--- src/core/pcf_pkg.sv ---
// Constants and types for the next-fetch pointer and condition flag block.
// Assumes a single 200 MHz clock domain and an APB master on the same clock.
// How it works
// RL1 - A 16-bit pointer always holds the address of the next byte fetched.
// RL2 - Each instruction or operand byte fetch advances the pointer by one.
// RL3 - Jump, branch, interrupt entry and return load a target address instead.
// RL4 - Out of reset the pointer is loaded from the vector at the top locations.
// RL5 - Vector high byte comes from the lower address, low byte from the higher.
// RL6 - The flag register is eight bits and bits six and five always read one.
// RL7 - Bit seven is overflow from two's complement results; signed branches test it.
// RL8 - Bit four records a carry from bit three into bit four on adds.
// RL9 - Decimal adjust corrects a prior add result using half-carry and carry.
// RL10 - Bit three masks every maskable interrupt while it is one.
// RL11 - Interrupt entry sets the mask after registers are stacked, before service code.
// RL12 - No interrupt is taken at the boundary after an instruction clearing the mask.
// RL13 - Bit two copies result bit seven after arithmetic, logic or data moves.
// RL14 - Loading or storing a value sets the negative flag from its top bit.
// RL15 - Bit one is set when an 8-bit or 16-bit result is all zeros.
// RL16 - Loading or storing a value sets the zero flag when it is all zeros.
// RL17 - Bit zero is set on carry out of bit seven or borrow on subtract.
// RL18 - Bit test, shift and rotate operations also set or clear the carry.
package pcf_pkg;

  localparam int          PCF_PTR_W       = 16;
  localparam int          PCF_DAT_W       = 8;
  localparam logic [15:0] PCF_VEC_HI_ADDR = 16'hFFFE;
  localparam logic [15:0] PCF_VEC_LO_ADDR = 16'hFFFF;

  // Flag bit positions.
  localparam int          PCF_FLG_V       = 7;
  localparam int          PCF_FLG_ONE_HI  = 6;
  localparam int          PCF_FLG_ONE_LO  = 5;
  localparam int          PCF_FLG_H       = 4;
  localparam int          PCF_FLG_I       = 3;
  localparam int          PCF_FLG_N       = 2;
  localparam int          PCF_FLG_Z       = 1;
  localparam int          PCF_FLG_C       = 0;
  localparam logic [7:0]  PCF_FLG_ONES    = 8'h60;
  localparam logic [7:0]  PCF_FLG_RESET   = 8'h68;

  // Decimal adjust corrections and limits.
  localparam logic [7:0]  PCF_DEC_LO_FIX  = 8'h06;
  localparam logic [7:0]  PCF_DEC_HI_FIX  = 8'h60;
  localparam logic [3:0]  PCF_BCD_DIGIT   = 4'h9;
  localparam logic [7:0]  PCF_BCD_BYTE    = 8'h99;

  // APB register byte offsets.
  localparam logic [11:0] PCF_OFS_PTR     = 12'h000;
  localparam logic [11:0] PCF_OFS_FLAGS   = 12'h004;
  localparam logic [11:0] PCF_OFS_STATUS  = 12'h008;

  typedef enum logic [3:0] {
    PCF_OP_NONE    = 4'h0,
    PCF_OP_ADD     = 4'h1,
    PCF_OP_ADC     = 4'h2,
    PCF_OP_SUB     = 4'h3,
    PCF_OP_SBC     = 4'h4,
    PCF_OP_LOGIC   = 4'h5,
    PCF_OP_LOAD8   = 4'h6,
    PCF_OP_LOAD16  = 4'h7,
    PCF_OP_SHIFT   = 4'h8,
    PCF_OP_BITTEST = 4'h9,
    PCF_OP_DEC_ADJ = 4'hA
  } pcf_op_t;

  typedef enum logic [1:0] {
    PCF_ST_VEC_HI = 2'b00,
    PCF_ST_VEC_LO = 2'b01,
    PCF_ST_RUN    = 2'b11
  } pcf_state_t;

  typedef struct packed {
    pcf_state_t  state;
    logic [15:0] ptr;
    logic [7:0]  vec_hi;
    logic [7:0]  flags;
    logic        inhibit;
    logic [31:0] prdata;
    logic [7:0]  alu_res;
  } pcf_core_st_t;

endpackage

--- src/core/pcf_core.sv ---
// Next-fetch pointer and condition flag register with APB access.
// Assumes CPU control strobes come from logic on I_SYS_CLK and memory
// answers vector reads through a same-clock valid/data pair.
//
// Local design decisions: the address map and the APB slave port.
`timescale 1ns/1ps
module pcf_core
  import pcf_pkg::*;
(
  // Clock and reset.
  input  wire logic        I_SYS_CLK,
  input  wire logic        I_ARST_N,
  // APB slave.
  input  wire logic        I_PSEL,
  input  wire logic        I_PENABLE,
  input  wire logic        I_PWRITE,
  input  wire logic [11:0] I_PADDR,
  input  wire logic [31:0] I_PWDATA,
  output logic      [31:0] O_PRDATA,
  output logic             O_PREADY,
  output logic             O_PSLVERR,
  // Reset vector read port.
  output logic             O_VEC_REQ,
  output logic      [15:0] O_VEC_ADDR,
  input  wire logic        I_VEC_VALID,
  input  wire logic [7:0]  I_VEC_DATA,
  // Fetch pointer control.
  input  wire logic        I_FETCH,
  input  wire logic        I_PTR_LOAD,
  input  wire logic [15:0] I_PTR_TARGET,
  output logic      [15:0] O_NEXT_FETCH_POINTER,
  output logic             O_CPU_RUN,
  // ALU operation.
  input  wire logic [3:0]  I_ALU_OP,
  input  wire logic [7:0]  I_ALU_A,
  input  wire logic [7:0]  I_ALU_B,
  input  wire logic [15:0] I_ALU_WIDE,
  input  wire logic        I_ALU_CARRY,
  output logic      [7:0]  O_ALU_RESULT,
  // Flag transfers and interrupt control.
  input  wire logic        I_FLAGS_WE,
  input  wire logic [7:0]  I_FLAGS_WDATA,
  input  wire logic        I_MASK_IRQ_INSTR,
  input  wire logic        I_UNMASK_IRQ_INSTR,
  input  wire logic        I_REGS_SAVED,
  input  wire logic        I_BOUNDARY,
  input  wire logic        I_IRQ_PENDING,
  output logic             O_IRQ_ACCEPT,
  output logic      [7:0]  O_CONDITION_FLAGS,
  // Signed branch conditions.
  output logic             O_BRANCH_SIGNED_GREATER,
  output logic             O_BRANCH_SIGNED_GREATER_EQUAL,
  output logic             O_BRANCH_SIGNED_LESS_EQUAL,
  output logic             O_BRANCH_SIGNED_LESS
);

  pcf_core_st_t cur;
  pcf_core_st_t nxt;

  logic        apb_setup;
  logic        apb_access;
  logic        hit_ptr;
  logic        hit_flags;
  logic        hit_status;
  logic        apb_ptr_wr;
  logic        apb_flags_wr;
  logic        running;
  logic [7:0]  calc_res;
  logic [7:0]  calc_val;
  logic [7:0]  calc_upd;
  logic        mask_now;
  logic [7:0]  wr_flags;

  pcf_flag_calc u_calc (
    .i_op    (I_ALU_OP),
    .i_a     (I_ALU_A),
    .i_b     (I_ALU_B),
    .i_wide  (I_ALU_WIDE),
    .i_carry (I_ALU_CARRY),
    .i_flags (cur.flags),
    .o_res   (calc_res),
    .o_val   (calc_val),
    .o_upd   (calc_upd)
  );

  // Address decoding for the three registers.
  always_comb
  begin
    hit_ptr    = 1'b0;
    hit_flags  = 1'b0;
    hit_status = 1'b0;
    if (I_PADDR == PCF_OFS_PTR)
    begin
      hit_ptr = 1'b1;
    end
    else if (I_PADDR == PCF_OFS_FLAGS)
    begin
      hit_flags = 1'b1;
    end
    else if (I_PADDR == PCF_OFS_STATUS)
    begin
      hit_status = 1'b1;
    end
  end

  assign apb_setup    = I_PSEL && !I_PENABLE;
  assign apb_access   = I_PSEL && I_PENABLE;
  assign apb_ptr_wr   = apb_access && I_PWRITE && hit_ptr;
  assign apb_flags_wr = apb_access && I_PWRITE && hit_flags;
  assign running      = (cur.state == PCF_ST_RUN);
  assign mask_now     = cur.flags[PCF_FLG_I];
  // A CPU flag transfer takes precedence over a debug write in the same cycle.
  assign wr_flags     = I_FLAGS_WE ? I_FLAGS_WDATA : I_PWDATA[7:0];

  always_comb
  begin
    nxt = cur;
    // Reset vector fetch, then normal pointer behaviour.
    case (cur.state)
      PCF_ST_VEC_HI:
      begin
        if (I_VEC_VALID)
        begin
          nxt.vec_hi = I_VEC_DATA; // RL5
          nxt.state  = PCF_ST_VEC_LO;
        end
      end
      PCF_ST_VEC_LO:
      begin
        if (I_VEC_VALID)
        begin
          nxt.ptr   = {cur.vec_hi, I_VEC_DATA}; // RL4 RL5
          nxt.state = PCF_ST_RUN;
        end
      end
      PCF_ST_RUN:
      begin
        if (I_PTR_LOAD)
        begin
          nxt.ptr = I_PTR_TARGET; // RL3
        end
        else if (apb_ptr_wr)
        begin
          nxt.ptr = I_PWDATA[15:0]; // RL3
        end
        else if (I_FETCH)
        begin
          nxt.ptr = cur.ptr + 16'h0001; // RL1 RL2
        end
      end
      default:
      begin
        nxt.state = PCF_ST_VEC_HI;
      end
    endcase

    // Flag updates: ALU results, then explicit transfers.
    nxt.flags = (cur.flags & ~calc_upd) | (calc_val & calc_upd);
    if (calc_upd != 8'h00)
    begin
      nxt.alu_res = calc_res;
    end
    if (I_FLAGS_WE || apb_flags_wr)
    begin
      nxt.flags = wr_flags;
    end
    if (I_UNMASK_IRQ_INSTR)
    begin
      nxt.flags[PCF_FLG_I] = 1'b0;
    end
    if (I_MASK_IRQ_INSTR || I_REGS_SAVED)
    begin
      nxt.flags[PCF_FLG_I] = 1'b1; // RL11
    end
    nxt.flags = nxt.flags | PCF_FLG_ONES; // RL6

    // Interrupt hold-off across the boundary after the mask is cleared.
    if (I_BOUNDARY)
    begin
      nxt.inhibit = 1'b0;
    end
    if (mask_now && !nxt.flags[PCF_FLG_I])
    begin
      nxt.inhibit = 1'b1; // RL12
    end

    // Read data is captured in the setup phase and shown in the access phase.
    if (apb_setup)
    begin
      nxt.prdata = 32'h0000_0000;
      if (hit_ptr)
      begin
        nxt.prdata = {16'h0000, cur.ptr};
      end
      else if (hit_flags)
      begin
        nxt.prdata = {24'h00_0000, cur.flags | PCF_FLG_ONES}; // RL6
      end
      else if (hit_status)
      begin
        nxt.prdata = {28'h000_0000, cur.inhibit, running, cur.state};
      end
    end
  end

  always_ff @(posedge I_SYS_CLK or negedge I_ARST_N)
  begin
    if (!I_ARST_N)
    begin
      cur.state   <= PCF_ST_VEC_HI;
      cur.ptr     <= 16'h0000;
      cur.vec_hi  <= 8'h00;
      cur.flags   <= PCF_FLG_RESET;
      cur.inhibit <= 1'b0;
      cur.prdata  <= 32'h0000_0000;
      cur.alu_res <= 8'h00;
    end
    else
    begin
      cur <= nxt;
    end
  end

  assign O_PRDATA             = cur.prdata;
  assign O_PREADY             = 1'b1;
  assign O_PSLVERR            = apb_access && !(hit_ptr || hit_flags || hit_status);
  assign O_VEC_REQ            = !running;
  assign O_VEC_ADDR           = (cur.state == PCF_ST_VEC_LO) ? PCF_VEC_LO_ADDR : PCF_VEC_HI_ADDR;
  assign O_NEXT_FETCH_POINTER = cur.ptr;
  assign O_CPU_RUN            = running;
  assign O_ALU_RESULT         = cur.alu_res;
  assign O_CONDITION_FLAGS    = cur.flags;
  // Maskable interrupts pass only when unmasked and not held off.
  assign O_IRQ_ACCEPT         = running && I_BOUNDARY && I_IRQ_PENDING && !mask_now
                                && !cur.inhibit; // RL10 RL12

  // Signed branch conditions use negative xor overflow.
  assign O_BRANCH_SIGNED_LESS          = cur.flags[PCF_FLG_N] ^ cur.flags[PCF_FLG_V]; // RL7
  assign O_BRANCH_SIGNED_GREATER_EQUAL = !O_BRANCH_SIGNED_LESS;
  assign O_BRANCH_SIGNED_LESS_EQUAL    = cur.flags[PCF_FLG_Z] || O_BRANCH_SIGNED_LESS;
  assign O_BRANCH_SIGNED_GREATER       = !O_BRANCH_SIGNED_LESS_EQUAL;

  logic quiet_flags;
  assign quiet_flags = !I_FLAGS_WE && !apb_flags_wr && !I_UNMASK_IRQ_INSTR
                       && !I_MASK_IRQ_INSTR && !I_REGS_SAVED;
endmodule // pcf_core

--- src/core/pcf_flag_calc.sv ---
// Combinational result and flag evaluation for one ALU operation.
// Assumes operands are stable from same-clock CPU logic.
`timescale 1ns/1ps
module pcf_flag_calc
  import pcf_pkg::*;
(
  // Operation and operands.
  input  wire logic [3:0]  i_op,
  input  wire logic [7:0]  i_a,
  input  wire logic [7:0]  i_b,
  input  wire logic [15:0] i_wide,
  input  wire logic        i_carry,
  // Current flags.
  input  wire logic [7:0]  i_flags,
  // Result, flag values and update mask.
  output logic      [7:0]  o_res,
  output logic      [7:0]  o_val,
  output logic      [7:0]  o_upd
);

  logic [8:0] sum;
  logic [4:0] half;
  logic       cin;
  logic       lo_fix;
  logic       hi_fix;

  always_comb
  begin
    cin    = (i_op == PCF_OP_ADC || i_op == PCF_OP_SBC) ? i_flags[PCF_FLG_C] : 1'b0;
    sum    = 9'h000;
    half   = 5'h00;
    lo_fix = 1'b0;
    hi_fix = 1'b0;
    o_res  = i_b;
    o_val  = 8'h00;
    o_upd  = 8'h00;
    case (i_op)
      PCF_OP_ADD, PCF_OP_ADC:
      begin
        sum   = {1'b0, i_a} + {1'b0, i_b} + {8'h00, cin};
        half  = {1'b0, i_a[3:0]} + {1'b0, i_b[3:0]} + {4'h0, cin};
        o_res = sum[7:0];
        o_val[PCF_FLG_V] = (i_a[7] == i_b[7]) && (sum[7] != i_a[7]); // RL7
        o_val[PCF_FLG_H] = half[4]; // RL8
        o_val[PCF_FLG_C] = sum[8]; // RL17
        o_upd = 8'h97;
      end
      PCF_OP_SUB, PCF_OP_SBC:
      begin
        sum   = {1'b0, i_a} - {1'b0, i_b} - {8'h00, cin};
        o_res = sum[7:0];
        o_val[PCF_FLG_V] = (i_a[7] != i_b[7]) && (sum[7] != i_a[7]); // RL7
        o_val[PCF_FLG_C] = sum[8]; // RL17
        o_upd = 8'h87;
      end
      PCF_OP_LOGIC, PCF_OP_LOAD8:
      begin
        o_upd = 8'h86;
      end
      PCF_OP_LOAD16:
      begin
        o_res = i_wide[7:0];
        o_val[PCF_FLG_N] = i_wide[15]; // RL14
        o_val[PCF_FLG_Z] = (i_wide == 16'h0000); // RL15 RL16
        o_upd = 8'h86;
      end
      PCF_OP_SHIFT:
      begin
        o_val[PCF_FLG_V] = i_b[7] ^ i_carry;
        o_val[PCF_FLG_C] = i_carry; // RL18
        o_upd = 8'h87;
      end
      PCF_OP_BITTEST:
      begin
        o_val[PCF_FLG_C] = i_carry; // RL18
        o_upd = 8'h01;
      end
      PCF_OP_DEC_ADJ:
      begin
        lo_fix = i_flags[PCF_FLG_H] || (i_a[3:0] > PCF_BCD_DIGIT); // RL9
        hi_fix = i_flags[PCF_FLG_C] || (i_a > PCF_BCD_BYTE); // RL9
        o_res  = i_a + (lo_fix ? PCF_DEC_LO_FIX : 8'h00) + (hi_fix ? PCF_DEC_HI_FIX : 8'h00);
        o_val[PCF_FLG_C] = hi_fix;
        o_upd = 8'h07;
      end
      default:
      begin
        o_upd = 8'h00;
      end
    endcase
    if (i_op != PCF_OP_LOAD16)
    begin
      o_val[PCF_FLG_N] = o_res[7]; // RL13 RL14
      o_val[PCF_FLG_Z] = (o_res == 8'h00); // RL15 RL16
    end
  end

endmodule // pcf_flag_calc

--- config.mk ---
export PLATFORM = sky130hd
export DESIGN_NAME = pcf_core
export DESIGN_NICKNAME = d
export VERILOG_FILES = /design/src/core/pcf_pkg.sv /design/src/core/pcf_core.sv /design/src/core/pcf_flag_calc.sv
export SDC_FILE = /design/constraint.sdc
export NUM_CORES = 1
export LEC_CHECK = 0
export BUFFER_PORTS_ARGS = -buffer_cell sky130_fd_sc_hd__buf_4
export CAP_MARGIN = 10
export CORE_MARGIN = 3
export CORE_UTILIZATION = 55
export CTS_CLUSTER_SIZE = 25
export DETAILED_ROUTE_END_ITERATION = 16
export PLACE_DENSITY_LB_ADDON = 0.1
export SYNTH_ARGS = -nofsm -noshare
export SYNTH_HDL_FRONTEND = slang
export SYNTH_HIERARCHICAL = 1
export SYNTH_SLANG_ARGS = --single-unit
--- constraint.sdc ---
create_clock -name I_SYS_CLK -period 6.2 [get_ports I_SYS_CLK]
set_input_delay 0.62 -clock I_SYS_CLK [delete_from_list [all_inputs] [get_ports I_SYS_CLK]]
set_output_delay 0.62 -clock I_SYS_CLK [all_outputs]
set_load 0.05 [all_outputs]
## Word-level counts from Yosys, hierarchy flattened

Cells that the tools add are included.

- Bits in registers: 73
- Bits in latches: 0
- RAM bits: 0
- Memory bits (read-only): 0
- Input bits: 127
- Output and inout bits: 89
- Logic and storage cells: 124
- Memories kept: 0

- Add/subtract/negate cells: 9
- Multiply operators: 0
- Div/mod/pow operators: 0
- Order comparisons: 2
- Eq/ne operators: 22
- Shifts and indexed selects: 0
- Muxes and demuxes: 33
- Bitwise operators: 7
- Reductions and logical operators: 44

Operator list:

| cell | number |
|---|---|
| two-way mux 16 bit | 4 |
| one-hot mux 8 bit (5 select lines) | 1 |
| one-hot mux 16 bit (2 select lines) | 1 |
| one-hot mux 8 bit (4 select lines) | 1 |
| two-way mux 8 bit | 3 |
| two-way mux 18 bit | 1 |
| adder 16 x 1 -> 16 bit (second input constant) | 1 |
| adder 8 bit | 2 |
| bitwise AND 8 bit | 2 |
| equality test 4 x 3 -> 1 bit (second input constant) | 4 |
| zero test 16 bit | 1 |
| logical AND 1 bit | 13 |
| two-way mux 1 bit | 13 |
| equality test 12 x 3 -> 1 bit (second input constant) | 1 |
| equality test 12 x 4 -> 1 bit (second input constant) | 1 |
| equality test 4 bit (second input constant) | 3 |
| zero test 12 bit | 1 |
| adder 8 x 8 -> 9 bit | 1 |
| adder 9 x 1 -> 9 bit | 1 |
| subtractor 8 x 8 -> 9 bit | 1 |
| subtractor 9 x 1 -> 9 bit | 1 |
| equality test 4 x 2 -> 1 bit (second input constant) | 2 |
| greater-than comparator 8 bit (second input constant) | 1 |
| zero test 1 bit | 8 |
| other kinds (31) | 49 |

## Logic depth before layout (Yosys ltp)

- Word-level depth: 16
- Gate-level depth with buffers: 16

## Modules after synthesis

Netlist, hierarchy kept.

Modules (own cells, without submodules):

| module | times used | cells each | area an instance (µm²) | seq. area each (µm²) |
|---|---|---|---|---|
| pcf_core | 1 | 436 | 3923.8 | 1427.6 |
| pcf_flag_calc | 1 | 244 | 1761.7 | 0.0 |

## Least setup slack after synthesis

No wires, ideal clock.

- Path type: input to register
- Start: in I_ALU_OP[1]
- End: reg with a tool-made name
- Library setup time: 78 ps
- Arrival time: 3871 ps
- Required time: 6122 ps
- Setup slack: 2251 ps
- Stages: 14
- Path buffers: 1
- Cell sequence: clkbuf_1 -> xnor2_1 -> or4b_2 -> fa_1 -> fa_1 -> nand2b_1 -> a211oi_1 -> o32ai_1 -> a221oi_1 -> nand2b_1 -> a22oi_1 -> o41ai_2 -> mux2i_1 -> a21oi_1

RTL lines:

| element | line | source |
|---|---|---|
| start, declared | pcf_core.sv:34 | `input wire logic [3:0] I_ALU_OP,` |

==> impl_results.md <==
- Vias in the first global route: 5066
- Worst path cell trace: buf_4, xnor2_1, or4b_2, inv_1, fa_1, ha_1, o21ai_0, a21boi_0, a41o_1, mux2i_1, nand2_1, a31oi_1, o41ai_2, mux2i_1, a21oi_1
- Setup CP Type: in2reg
- DRT antenna net count: 0
- Routed vias/inst: 5.89
- Worst skew pair latency: 0.34 ns
- Crit path DAT: 4.65 ns
- VDD IR max: 0.000169 V
- Die Area: 11600 µm²
- Fillers: 849
- Crit start category: input pin
- Largest net degree at the start of global routing: 58
- Post-Layout Cell Count: ~910
- Status: finished clean
- Final Hold Viols: 0
- Post-DP HPWL: 13600 µm
- RSZ-0062 raised after global routing: false
- Required time worst endpoint: between 6 and 7 ns
- Ys Warns: 6
- NumNets Final: 932
- Layout cell share with drive strength beyond 1: 0.286
- Synthesized area: 5670 µm²
- Max FO, Critical Path: 21
- Critical path capture point type: register
- Critical Path Slowest Stage Cell: or4b_2
- Total congestion overflow: 0
- Drt wl/cell: 18.8 µm
- Die Span X: between 100 and 150 µm
- Post-CTS Resized: 0
- Max cap viols: 0
- Global-route wire length before repair: ~26000 µm
- Family with the most delay on the worst path: compound AO/OA/AOI/OAI gates
- Placement Rows: 36
- DRT iter0 DRCs: 507
- GP Congestion: 0.899
- Starting Density: 0.572
- Clock tree sinks: 57
- Tmin final: 4.46 ns
- Area of the multi-input gates: 3420 µm²
- Seq. cell area: between 1000 and 1500 µm²
- Static Leakage: 3.10 nW
- Critical path buffers and inverters: 2
- Hold WC Path Type: in2async
- Pwr per Cell Area: 214 nW/µm²
- Gr usage total: 0.294
- H-tree Lvls: 3
- Post-CTS Hold Buffers: 0
- CP max stage delay: about 0.65 ns
- CTS max path bufs: 2
- Syn_area_per_cell: 8.36 µm²
- Clock skew: 0.0101 ns
- TritonCTS clock tree: done
- Area growth from synthesis to layout: 17.1%
- Fmax achieved: 224 MHz
- Vias: approximately 5400
- Synth Instances: between 600 and 700
- Core Region: between 9000 and 10000 µm²
- Final number of setup-violating endpoints: 0
- Final Slew Violations: 0
- Initial antenna violation count: 0
- Port bufs: 163
- # diodes: 0
- Worst-margin pin slew: approximately 1.1 ns
- Worst relative slew slack: 0.229
- Num CTS Buffers: 9
- # IOs: 216
- Crit share post-route: 0.720
- # DRC: 0
- Post-CTS Setup Bufs: 0
- Root Buffer: clkbuf_8
- Clock transition at the registers of the reported paths: about 0.070 ns
- Critical path's most frequent cell: mux2i_1
- Final wirelength: ~17000 µm
- Setup TNS: 0 ns
- Dpl cells: between 800 and 900
- Pre-antenna DRT Iters: 5
- Die Ht: 108 µm
-- report_power, final --
part | switching [mW] | total (mW) | internal, mW | leakage [nW]
clock | 0.150 | 0.398 | 0.248 | 0.114
combinational | 0.368 | 0.575 | 0.206 | 2.26
sequential | 0.0511 | 0.451 | 0.399 | 0.719
total | 0.569 | 1.42 | 0.854 | 3.10
-- sequential cells by signal, summed over array words and instances, names as in the netlist, named ones only --
register	flops
cur	11
O_CONDITION_FLAGS	1
O_NEXT_FETCH_POINTER	16
O_ALU_RESULT	8
O_PRDATA	16
-- final cells by class --
| type | count | share of cell area |
|---|---|---|
| Multi-Input combinational cell | 499 | 0.516 |
| Sequential cell | 57 | 0.215 |
| Inverter | 42 | 0.0238 |
| Timing Repair Buffer | 165 | 0.187 |
| Clock inverter | 3 | 0.00980 |
| Tap cell | 133 | 0.0251 |
| Clock buffer | 13 | 0.0239 |
-- metal layers --
metal | routed length [µm] | track usage | up-vias
li1 | - | - | 2504
met1 | 7650 | 0.434 | 2562
met2 | 7720 | 0.448 | 285
met3 | 1500 | 0.0504 | 25
met4 | 254 | 0.0739 | 0
met5 | 0 | 0 | -
-- final timing paths --
kind / startpoint / slack (ns) / end / cells past startpoint
worst max-delay path: I_ALU_OP[2] / 1.74 / register / 15
worst min-delay path: I_ARST_N / 0.33 / O_ALU_RESULT[3] / 1
worst max register to register: register / 1.86 / register / 13
worst min register to register: O_PRDATA[8] / 0.48 / O_PRDATA[8] / 2
max in group asynchronous: I_ARST_N / 5.37 / asynchronous set/reset pin / 1
min in group I_SYS_CLK: I_BOUNDARY / 0.47 / cur[40] / 2
-- cell usage in the layout (no fill, tap or decap), types with 5 or more instances in the layout --
master,instances
o21bai_1,6
xnor2_1,22
and3_1,11
buf_4,165
nor2_1,26
mux2i_1,7
a211o_1,8
clkbuf_8,11
ha_1,26
o22ai_1,5
nor4_1,10
conb_1,38
nand2_1,58
a31oi_1,7
nor3_1,20
nor2b_1,12
a221oi_1,6
dfrtp_1,56
a41oi_1,5
a21oi_1,33
o31ai_1,6
o21ai_1,5
o21ai_0,37
fa_1,5
a211oi_1,7
nand3_1,15
nand2b_1,12
a22oi_1,5
xor2_1,8
o211ai_1,6
a22o_1,5
mux2_2,19
inv_1,41
or2_2,5
-- per-stage QoR --
step	util	cell area [µm²]	setup WS (ns)	power, mW	hold WS [ns]
floorplan	-	5800	2.25	0.886	0.324
global placement	0.647	6410	1.55	1.02	0.465
detailed placement	0.647	6410	1.54	1.02	0.471
CTS	0.670	6640	1.90	1.42	0.349
global route	0.670	6640	1.60	1.49	0.373
finish	0.670	6640	1.74	1.42	0.328
Note: power is estimated with default switching activity, not from simulation.
